[src/hdl/codec_regs_defs.svh]
// Purpose: Constants of the ADC input gain and mix register bank.
// Assumes: Registers are eight bits wide, addressed by a seven-bit page-0 number.
// Notes: Shared by the device end and the host end.
// How it works
// [RULE1] Register 13 resets zero; host writes zero
// [RULE2] Register 14 bit 7 selects driver coupling
// [RULE3] Register 14 bit 6 flags fully differential
// [RULE4] Register 14 bit 3 flags pseudodifferential
// [RULE5] Host never sets bits 6 and 3 together
// [RULE6] Register 14 bit 4 is read-only headset flag
// [RULE7] Register 14 bits 5,2..0 reserved read zero
// [RULE8] Register 15 bit 7 mutes left amplifier
// [RULE9] Register 16 bit 7 mutes right amplifier
// [RULE10] Left gain half-dB steps, saturating at 0x77
// [RULE11] Right gain same encoding, saturating too
// [RULE12] Second-left level codes 0..8; 9..14 forbidden
// [RULE13] Second-left code 15 disconnects; reset value
// [RULE14] Any level code 0..8 connects the input
// [RULE15] Second-right level same encoding; 9..14 forbidden
// [RULE16] Second-right code 15 disconnects; reset value
// [RULE17] Reads return held values; read-only bits kept
`ifndef CODEC_REGS_DEFS_SVH
`define CODEC_REGS_DEFS_SVH

`define ADDR_RESERVED_ZERO 7'h0d
`define ADDR_HEADSET_DRIVER 7'h0e
`define ADDR_LEFT_GAIN 7'h0f
`define ADDR_RIGHT_GAIN 7'h10
`define ADDR_SECOND_MIX 7'h11

`define BIT_COUPLING 7
`define BIT_FULL_DIFF 6
`define BIT_HEADSET 4
`define BIT_PSEUDO_DIFF 3
`define BIT_MUTE 7
`define HDC_WRITABLE_MASK 8'hc8

`define RST_RESERVED_ZERO 8'h00
`define RST_HEADSET_DRIVER 3'h0
`define RST_MUTE 1'b1
`define RST_GAIN 7'h00
`define RST_LEVEL 4'hf

`define GAIN_MAX 7'h77
`define LEVEL_MAX 4'h8
`define LEVEL_OFF 4'hf

`define GAIN_BITS 6:0
`define LEVEL_HI 7:4
`define LEVEL_LO 3:0
`define RSVD_BIT 1'b0
`define RSVD_LOW_BITS 3'h0

`endif

[src/hdl/codec_regs_pkg.sv]
// Purpose: Types shared by both ends of the register link.
// Assumes: Constants come from codec_regs_defs.svh.
// Notes: None.
`default_nettype none
package codec_regs_pkg;
  typedef logic [6:0] reg_addr_type;
  typedef logic [7:0] reg_data_type;
  typedef logic [6:0] gain_code_type;
  typedef logic [3:0] level_code_type;
  typedef enum logic [0:0] {
    host_idle = 1'b0,
    host_busy = 1'b1
  } host_state_type;
endpackage
`default_nettype wire

[src/hdl/codec_regs_if.sv]
// Purpose: Register link between host controller and codec register bank.
// Assumes: Both ends run on one clock.
// Notes: req holds until ack; ack is a one-cycle pulse with rdata.
`default_nettype none
interface codec_regs_if
  import codec_regs_pkg::*;
(
  input wire logic clk
);
  logic req;
  logic we;
  reg_addr_type addr;
  reg_data_type wdata;
  logic ack;
  reg_data_type rdata;

  modport device (input clk, input req, input we, input addr, input wdata,
    output ack, output rdata);
  modport host (input clk, output req, output we, output addr, output wdata,
    input ack, input rdata);
endinterface
`default_nettype wire

[src/hdl/codec_regs_device.sv]
// Purpose: Register bank for ADC amplifier gain, mute, driver config and left and right mix.
// Assumes: Host keeps req high until ack; headset pin is asynchronous.
// Notes: Unmapped addresses read zero and ignore writes.
`include "codec_regs_defs.svh"
`default_nettype none
module codec_regs_device
  import codec_regs_pkg::*;
(
  input wire logic rst_n,
  codec_regs_if.device bus,
  input wire logic headset_pin,
  output logic driver_ac_coupled,
  output logic full_diff_out,
  output logic pseudo_diff_out,
  output logic left_amp_mute,
  output logic right_amp_mute,
  output logic [6:0] left_amp_gain,
  output logic [6:0] right_amp_gain,
  output logic [3:0] second_left_input_level,
  output logic second_left_input_connected,
  output logic [3:0] second_right_input_level,
  output logic second_right_input_connected
);
  logic headset_meta;
  logic headset_sync;
  reg_data_type reserved_zero_reg;
  logic coupling;
  logic full_diff;
  logic pseudo_diff;
  logic left_mute;
  logic right_mute;
  gain_code_type left_gain;
  gain_code_type right_gain;
  level_code_type left_level;
  level_code_type right_level;
  logic take;
  logic wr;
  logic hit_reserved;
  logic hit_config;
  logic hit_left;
  logic hit_right;
  logic hit_mix;

  // Saturate the gain code at the 59.5 dB step
  function automatic gain_code_type sat_gain(input gain_code_type code);
    sat_gain = (code > `GAIN_MAX) ? `GAIN_MAX : code;
  endfunction

  // Only codes 0..8 carry a gain and connect
  function automatic logic level_connects(input level_code_type code);
    level_connects = (code <= `LEVEL_MAX);
  endfunction

  assign take = bus.req && !bus.ack;
  assign wr = take && bus.we;

  // One-hot register select from the page-0 number
  always_comb
  begin
    hit_reserved = 1'b0;
    hit_config = 1'b0;
    hit_left = 1'b0;
    hit_right = 1'b0;
    hit_mix = 1'b0;
    if (bus.addr == `ADDR_RESERVED_ZERO)
      hit_reserved = 1'b1;
    else if (bus.addr == `ADDR_HEADSET_DRIVER)
      hit_config = 1'b1;
    else if (bus.addr == `ADDR_LEFT_GAIN)
      hit_left = 1'b1;
    else if (bus.addr == `ADDR_RIGHT_GAIN)
      hit_right = 1'b1;
    else if (bus.addr == `ADDR_SECOND_MIX)
      hit_mix = 1'b1;
  end

  always_ff @(posedge bus.clk)
  begin
    if (!rst_n)
    begin
      headset_meta <= 1'b0;
      headset_sync <= 1'b0;
    end
    else
    begin
      headset_meta <= headset_pin;
      headset_sync <= headset_meta; // RULE6
    end
  end

  always_ff @(posedge bus.clk)
  begin
    if (!rst_n)
      bus.ack <= 1'b0;
    else
      bus.ack <= take;
  end

  always_ff @(posedge bus.clk)
  begin
    if (!rst_n)
      reserved_zero_reg <= `RST_RESERVED_ZERO; // RULE1
    else if (wr && hit_reserved)
      reserved_zero_reg <= bus.wdata;
  end

  always_ff @(posedge bus.clk)
  begin
    if (!rst_n)
    begin
      {coupling, full_diff, pseudo_diff} <= `RST_HEADSET_DRIVER;
    end
    else if (wr && hit_config)
    begin
      coupling <= bus.wdata[`BIT_COUPLING]; // RULE2
      full_diff <= bus.wdata[`BIT_FULL_DIFF]; // RULE3
      pseudo_diff <= bus.wdata[`BIT_PSEUDO_DIFF]; // RULE4
    end
  end

  always_ff @(posedge bus.clk)
  begin
    if (!rst_n)
    begin
      left_mute <= `RST_MUTE; // RULE8
      left_gain <= `RST_GAIN; // RULE10
    end
    else if (wr && hit_left)
    begin
      left_mute <= bus.wdata[`BIT_MUTE]; // RULE8
      left_gain <= bus.wdata[`GAIN_BITS]; // RULE10
    end
  end

  always_ff @(posedge bus.clk)
  begin
    if (!rst_n)
    begin
      right_mute <= `RST_MUTE; // RULE9
      right_gain <= `RST_GAIN; // RULE11
    end
    else if (wr && hit_right)
    begin
      right_mute <= bus.wdata[`BIT_MUTE]; // RULE9
      right_gain <= bus.wdata[`GAIN_BITS]; // RULE11
    end
  end

  always_ff @(posedge bus.clk)
  begin
    if (!rst_n)
    begin
      left_level <= `RST_LEVEL; // RULE13
      right_level <= `RST_LEVEL; // RULE16
    end
    else if (wr && hit_mix)
    begin
      left_level <= bus.wdata[`LEVEL_HI]; // RULE12
      right_level <= bus.wdata[`LEVEL_LO]; // RULE15
    end
  end

  // Read data captured with the ack pulse
  always_ff @(posedge bus.clk)
  begin
    if (!rst_n)
      bus.rdata <= 8'h00;
    else if (take && !bus.we)
    begin
      if (bus.addr == `ADDR_RESERVED_ZERO)
        bus.rdata <= reserved_zero_reg; // RULE17
      else if (bus.addr == `ADDR_HEADSET_DRIVER)
        bus.rdata <= {coupling, full_diff, `RSVD_BIT, headset_sync, pseudo_diff,
          `RSVD_LOW_BITS}; // RULE7
      else if (bus.addr == `ADDR_LEFT_GAIN)
        bus.rdata <= {left_mute, left_gain}; // RULE17
      else if (bus.addr == `ADDR_RIGHT_GAIN)
        bus.rdata <= {right_mute, right_gain}; // RULE17
      else if (bus.addr == `ADDR_SECOND_MIX)
        bus.rdata <= {left_level, right_level}; // RULE17
      else
        bus.rdata <= 8'h00;
    end
  end

  always_ff @(posedge bus.clk)
  begin
    if (!rst_n)
    begin
      driver_ac_coupled <= 1'b0;
      full_diff_out <= 1'b0;
      pseudo_diff_out <= 1'b0;
      left_amp_mute <= `RST_MUTE;
      right_amp_mute <= `RST_MUTE;
      left_amp_gain <= `RST_GAIN;
      right_amp_gain <= `RST_GAIN;
      second_left_input_level <= `RST_LEVEL;
      second_left_input_connected <= 1'b0;
      second_right_input_level <= `RST_LEVEL;
      second_right_input_connected <= 1'b0;
    end
    else
    begin
      driver_ac_coupled <= coupling; // RULE2
      full_diff_out <= full_diff; // RULE3
      pseudo_diff_out <= pseudo_diff; // RULE4
      left_amp_mute <= left_mute; // RULE8
      right_amp_mute <= right_mute; // RULE9
      left_amp_gain <= sat_gain(left_gain); // RULE10
      right_amp_gain <= sat_gain(right_gain); // RULE11
      second_left_input_level <= left_level;
      second_left_input_connected <= level_connects(left_level); // RULE14 RULE13
      second_right_input_level <= right_level;
      second_right_input_connected <= level_connects(right_level); // RULE14 RULE16
    end
  end
endmodule
`default_nettype wire

[src/flat_wrapper.sv]
// flat-port wrapper written by rule: the top's interface ports become plain ports
module codec_regs_device_flat import codec_regs_pkg::*;
  (rst_n, headset_pin, driver_ac_coupled, full_diff_out, pseudo_diff_out, left_amp_mute, right_amp_mute, left_amp_gain, right_amp_gain, second_left_input_level, second_left_input_connected, second_right_input_level, second_right_input_connected, clk, bus_req, bus_we, bus_addr, bus_wdata, bus_ack, bus_rdata);
  codec_regs_if bus_i (.clk(clk));
  input wire logic rst_n;
  input wire logic headset_pin;
  output logic driver_ac_coupled;
  output logic full_diff_out;
  output logic pseudo_diff_out;
  output logic left_amp_mute;
  output logic right_amp_mute;
  output logic [6:0] left_amp_gain;
  output logic [6:0] right_amp_gain;
  output logic [3:0] second_left_input_level;
  output logic second_left_input_connected;
  output logic [3:0] second_right_input_level;
  output logic second_right_input_connected;
  input wire logic clk;
  input wire logic [$bits(bus_i.req)-1:0] bus_req;
  input wire logic [$bits(bus_i.we)-1:0] bus_we;
  input wire logic [$bits(bus_i.addr)-1:0] bus_addr;
  input wire logic [$bits(bus_i.wdata)-1:0] bus_wdata;
  output wire logic [$bits(bus_i.ack)-1:0] bus_ack;
  output wire logic [$bits(bus_i.rdata)-1:0] bus_rdata;
  assign bus_i.req = bus_req;
  assign bus_i.we = bus_we;
  assign bus_i.addr = bus_addr;
  assign bus_i.wdata = bus_wdata;
  assign bus_ack = bus_i.ack;
  assign bus_rdata = bus_i.rdata;
  codec_regs_device u_core (.rst_n(rst_n), .bus(bus_i), .headset_pin(headset_pin), .driver_ac_coupled(driver_ac_coupled), .full_diff_out(full_diff_out), .pseudo_diff_out(pseudo_diff_out), .left_amp_mute(left_amp_mute), .right_amp_mute(right_amp_mute), .left_amp_gain(left_amp_gain), .right_amp_gain(right_amp_gain), .second_left_input_level(second_left_input_level), .second_left_input_connected(second_left_input_connected), .second_right_input_level(second_right_input_level), .second_right_input_connected(second_right_input_connected));
endmodule
[config.mk]
export PLATFORM = sky130hd
export DESIGN_NAME = codec_regs_device_flat
export DESIGN_NICKNAME = d
export VERILOG_FILES = /design/src/hdl/codec_regs_pkg.sv /design/src/hdl/codec_regs_if.sv /design/src/hdl/codec_regs_device.sv /design/src/flat_wrapper.sv
export VERILOG_INCLUDE_DIRS = /design/src /design/src/hdl
export SDC_FILE = /design/constraint.sdc
export NUM_CORES = 1
export LEC_CHECK = 0
export BUFFER_PORTS_ARGS = -buffer_cell sky130_fd_sc_hd__buf_2
export CORE_ASPECT_RATIO = 0.9
export CORE_MARGIN = 2
export CORE_UTILIZATION = 58
export DETAILED_ROUTE_END_ITERATION = 7
export HOLD_SLACK_MARGIN = 0.06
export PLACE_DENSITY = 0.9
export SYNTH_ARGS = -nofsm -noshare
export SYNTH_HDL_FRONTEND = slang
export SYNTH_SLANG_ARGS = --single-unit
[constraint.sdc]
create_clock -name clk -period 2.75 [get_ports clk]
set_input_delay 0.4125 -clock clk [delete_from_list [all_inputs] [get_ports clk]]
set_output_delay 0.4125 -clock clk [all_outputs]
set_load 0.1 [all_outputs]
### Word level (Yosys, flattened, before mapping)

Index checks and enable logic that the tools add are counted.

| cells by class | value |
|---|---|
| $lt $le $gt $ge | 4 |
| eq/ne operators | 5 |
| multiplexer cells | 22 |
| bitwise logic cells | 1 |
| reduce and logical (&&, ||, !) cells | 12 |

Operator list:

| kind | count |
|---|---|
| two-way mux 8 bit | 5 |
| equality test 7 x 4 -> 1 bit (second input constant) | 3 |
| two-way mux 1 bit | 15 |
| equality test 7 x 5 -> 1 bit (second input constant) | 2 |
| greater-than comparator 7 bit (second input constant) | 2 |
| two-way mux 7 bit | 2 |
| less-or-equal comparator 4 bit (second input constant) | 2 |
| logical AND 1 bit | 8 |
| OR reduction 2 bit | 2 |
| logical NOT 1 bit | 2 |
| NOT 1 bit | 1 |

| word-level totals | value |
|---|---|
| flip-flop bits (word level) | 75 |
| output and inout bits | 38 |

### Depth between registers and ports, before layout

| logic depth | value |
|---|---|
| depth after elaboration | 7 |
| mapped depth | 6 |
| mapped depth without buffers | 4 |

### Least setup slack after synthesis

OpenSTA, ideal clock, no wires.

| timing path | value |
|---|---|
| kind | flip-flop to flip-flop |
| start | register u_core.bus.ack |
| end | register u_core.left_gain[0] |
| setup time | 116 ps |
| arrival time | 1,820 ps |
| setup slack | 814 ps |
| stages on the path, launching flop included | 6 |
| path buffers | 1 |
| cells stage by stage | dfxtp_1 -> and3b_1 -> and4_1 -> buf_4 -> mux2i_1 -> nor2b_1 |

| on the way | value |
|---|---|
| cells in the longest elaborated chain, start to end | 4 |

Ends and longest elaborated chain:

| item | line | source |
|---|---|---|
| from (decl) | codec_regs_if.sv:18 | `output ack, output rdata);` |
| from (signal assigned) | codec_regs_device.sv:96 | `bus.ack <= take;` |
| logical NOT 1 bit | codec_regs_device.sv:54 | `assign take = bus.req && !bus.ack;` |
| logical AND 1 bit | codec_regs_device.sv:54 |  |
| logical AND 1 bit | codec_regs_device.sv:55 | `assign wr = take && bus.we;` |
| logical AND 1 bit | codec_regs_device.sv:128 | `else if (wr && hit_left)` |
| to (signal assigned) | codec_regs_device.sv:126 | `` left_gain <= `RST_GAIN; `` |
| to (signal assigned) | codec_regs_device.sv:131 | `` left_gain <= bus.wdata[`GAIN_BITS]; `` |
| to (decl) | codec_regs_device.sv:32 | `gain_code_type left_gain;` |

No other way between the ends.
A chain may end at the register's enable or synchronous reset.

### Worst setup path after layout

Same ends and word-level chain as after synthesis.

==> impl_metrics.prom <==
# TYPE chip_impl_metric gauge
chip_impl_metric{name="layout.nets",unit=""} 341
chip_impl_metric{name="io_pins",unit=""} 58
chip_impl_metric{name="antenna_found_initial",unit=""} 0
chip_impl_info{name="synth.cells.most_frequent",value="dfxtp_1 (75), mux2i_1 (44), nor2b_1 (25), nand2_1 (19), nand2b_1 (10)"} 1
chip_impl_metric{name="worst_pin_slew",unit="ns"} 0.496
chip_impl_metric{name="cts_post_setup_buffers_inserted",unit=""} 0
chip_impl_metric{name="grt_start_max_net_pins",unit=""} 53
chip_impl_info{name="min-delay-path-class",value="in2reg"} 1
chip_impl_metric{name="cellLeakagePower",unit="nW"} 1.50
chip_impl_metric{name="global_placer_s_final_weighted_congestion",unit=""} 0.898
chip_impl_info{name="criticalPathCategory",value="reg2reg"} 1
chip_impl_info{name="clock-root-buffer",value="clkbuf_8"} 1
chip_impl_metric{name="finalCritPeriodShare",unit=""} 0.607
chip_impl_metric{name="fp.coreArea",unit="mm^2"} 0.00480
chip_impl_metric{name="antenna_left",unit=""} 0
chip_impl_metric{name="report.final.hold_viol_count",unit=""} 0
chip_impl_info{name="hp-start",value="headset_pin"} 1
chip_impl_metric{name="numCtsBuffers",unit=""} 9
chip_impl_info{name="synth_top_cells_by_area",value="dfxtp_1 (52%), mux2i_1 (15%), nor2b_1 (5.4%), nand2_1 (2.5%), o22a_2 (2.4%)"} 1
chip_impl_metric{name="r2r_slack",unit="ns"} 1.08
chip_impl_metric{name="fillers",unit=""} 396
chip_impl_info{name="crit_start",value="u_core.bus.ack"} 1
chip_impl_metric{name="finalWirelength",unit="um"} 5990
chip_impl_metric{name="vdd.ir_drop.worst",unit="mV"} 0.483
chip_impl_metric{name="grt_pass1_vias",unit=""} 2042
chip_impl_metric{name="antenna_cells_inserted",unit=""} 0
chip_impl_metric{name="die_height",unit="um"} 70.9
chip_impl_metric{name="drv_cap",unit=""} 0
chip_impl_metric{name="synth.avg_cell_area",unit="um^2"} 11.0
chip_impl_metric{name="p_total",unit="mW"} 2.08
chip_impl_metric{name="holdPathStages",unit=""} 2
chip_impl_metric{name="cts_resized",unit=""} 0
chip_impl_metric{name="detail_route.first_pass.iterations",unit=""} 4
chip_impl_metric{name="yosys.area.top_type_share",unit=""} 0.521
chip_impl_metric{name="synth.yosys.seq_area_share",unit=""} 0.521
chip_impl_metric{name="clock_tree.htree_level_count",unit=""} 3
chip_impl_metric{name="crit_path_arrival_time",unit="ns"} 1.90
chip_impl_info{name="critical_path.reg2reg.endpoint",value="u_core.left_gain[0]"} 1
chip_impl_metric{name="maxSlewViolCount",unit=""} 0
chip_impl_metric{name="grt_pass1_wl",unit="um"} 9850
chip_impl_metric{name="post-place-ws",unit="ns"} 0.815
chip_impl_metric{name="final_critical_path_setup_slack",unit="ns"} 1.08
chip_impl_metric{name="yosys_register_bits",unit=""} 75
chip_impl_metric{name="postLayoutCellArea",unit="mm^2"} 0.00342
chip_impl_metric{name="vias_per_cell",unit=""} 5.37
chip_impl_metric{name="drt_first_iter_violations",unit=""} 103
chip_impl_metric{name="cp_max_fo",unit=""} 10
chip_impl_metric{name="syn_std_cell_area",unit="mm^2"} 0.00288
chip_impl_metric{name="remaining_drc_errors",unit=""} 0
chip_impl_info{name="synthFlopType",value="dfxtp_1"} 1
chip_impl_metric{name="initial_core_util",unit=""} 0.600
chip_impl_metric{name="fmaxAchievable",unit="MHz"} 599
chip_impl_metric{name="clock_sink_count",unit=""} 75
chip_impl_metric{name="timing.critical_path.required",unit="ns"} 2.98
chip_impl_metric{name="power_density",unit="mW/mm^2"} 608
chip_impl_metric{name="post_route_cells_drive_above_1_share",unit=""} 0.292
chip_impl_info{name="outcome",value="complete, no violations"} 1
chip_impl_info{name="critical_path.endpoint",value="u_core.left_gain[0]"} 1
chip_impl_metric{name="period_minus_ws_final",unit="ns"} 1.67
chip_impl_metric{name="layout.core_utilization",unit=""} 0.711
chip_impl_info{name="grt_setup_unrepaired",value="false"} 1
chip_impl_metric{name="die_x",unit="um"} 78.3
chip_impl_metric{name="areaGrowthSynthToFinish",unit="%"} 18.5
chip_impl_metric{name="syn_inst",unit=""} 263
chip_impl_metric{name="clk_transition_reported_paths",unit="ns"} 0.08
chip_impl_info{name="cts_tree",value="yes"} 1
chip_impl_metric{name="async_flop_share",unit=""} 0
chip_impl_metric{name="num_rows",unit=""} 24
chip_impl_info{name="synth_largest_area_cell",value="dfxtp_1"} 1
chip_impl_metric{name="numPortBuffers",unit=""} 57
chip_impl_info{name="timing.critical_path.from_type",value="flop"} 1
chip_impl_metric{name="clock-skew-final",unit="ns"} 0.0110
chip_impl_metric{name="hpwlAfterDp",unit="um"} 4270
chip_impl_info{name="most_frequently_used_cell_type_in_the_post_synthesis_netlist",value="dfxtp_1"} 1
chip_impl_metric{name="setup_violating_endpoint_count_in_the_final_report",unit=""} 0
chip_impl_metric{name="timing.setup.tns",unit="ns"} 0
chip_impl_metric{name="timing.max_slew.rel_slack",unit=""} 0.667
chip_impl_metric{name="wl_per_cell",unit="um"} 15.4
chip_impl_metric{name="synth_edf_count",unit=""} 0
chip_impl_metric{name="mappedNetlistNets",unit=""} 283
chip_impl_metric{name="detailed_place.area",unit="mm^2"} 0.00323
chip_impl_info{name="rr_startpoint",value="u_core.bus.ack"} 1
chip_impl_metric{name="route.vias.total",unit=""} 2094
chip_impl_metric{name="reg2reg_depth",unit=""} 4
chip_impl_metric{name="clock_latency",unit="ns"} 0.35
chip_impl_metric{name="number_of_buffers_between_clock_root_and_the_deepest_sink",unit=""} 2
chip_impl_metric{name="overflow",unit=""} 0
chip_impl_metric{name="ys_types",unit=""} 36
chip_impl_metric{name="synthesis.yosys.warnings",unit=""} 0
chip_impl_info{name="worst_setup_path_end_kind",value="flop"} 1
chip_impl_metric{name="postCtsHoldBufs",unit=""} 0
chip_impl_metric{name="gr-usage-all-layers",unit=""} 0.235
chip_impl_metric{name="design.die.area",unit="mm^2"} 0.00555
-- cells by family (layout without fill, tap and decap cells) --
group                  after synthesis  after routing  share of synthesized area
AO/OA/AOI/OAI                       40             40                      0.101
buffers and inverters               18             80                     0.0269
flip-flops                          75             75                      0.521
multiplexers                        47             47                      0.164
AND/OR/NAND/NOR                     83             83                      0.187
-- worst min-delay path by stage --
stage	slack (ns)	endpoint
6_report	0.27	u_core.headset_meta
5_1_grt	0.27	u_core.headset_meta
4_1_cts	0.27	u_core.headset_meta
3_5_place_dp	0.44	u_core.headset_sync
3_3_place_gp	0.42	u_core.headset_sync
2_1_floorplan	0.41	u_core.headset_sync
-- routing by layer --
metal / share of wire / global-route usage / vias up
met3: 0.046 / 0.0778 / 9
met1: 0.44 / 0.280 / 1002
li1: - / - / 1033
met2: 0.50 / 0.405 / 50
met5: 0 / 0 / -
met4: 0.014 / 0.0702 / 0
-- stage by stage --
| stage | std cells | hold WS [ns] |
|---|---|---|
| 6_report | 390 | 0.274 |
| 5_1_grt | 390 | 0.269 |
| 4_1_cts | 390 | 0.266 |
| 3_5_place_dp | 375 | 0.441 |
| 3_3_place_gp | 375 | 0.419 |
| 2_1_floorplan | 263 | 0.412 |
-- worst max-delay path, stage by stage (launching register included) --
cell	delay [ns]
dfxtp_1	0.35
and3b_1	0.33
and4_1	0.55
mux2i_1	0.26
nor2b_1	0.07
-- cell usage in the layout (no fill, tap or decap), drive strengths merged, types with 4 or more instances in the layout --
| cell | n |
|---|---|
| a21oi | 7 |
| clkinv | 4 |
| nor2 | 4 |
| mux2i | 44 |
| dfxtp | 75 |
| and2 | 7 |
| nand2 | 20 |
| o21a | 7 |
| o21ai | 9 |
| nand3 | 4 |
| inv | 5 |
| o22a | 7 |
| buf | 60 |
| clkbuf | 10 |
| nor2b | 25 |
| nand2b | 11 |
-- area by class of cell --
class | instances | area (um^2) | share of cell area
clock buffer | 10 | 138 | 0.0403
clock inverter | 5 | 53.8 | 0.0157
inverter | 5 | 18.8 | 0.00549
multi-input combinational | 170 | 1300 | 0.382
sequential | 75 | 1500 | 0.439
tap | 65 | 81.3 | 0.0238
timing repair buffer | 60 | 320 | 0.0937
-- power breakdown --
part | switching (mW) | internal [mW] | total (mW)
clock | 0.376 | 0.435 | 0.811
combinational | 0.121 | 0.0464 | 0.167
sequential | 0.00456 | 1.10 | 1.10
Power figures use the tool's default switching activity.
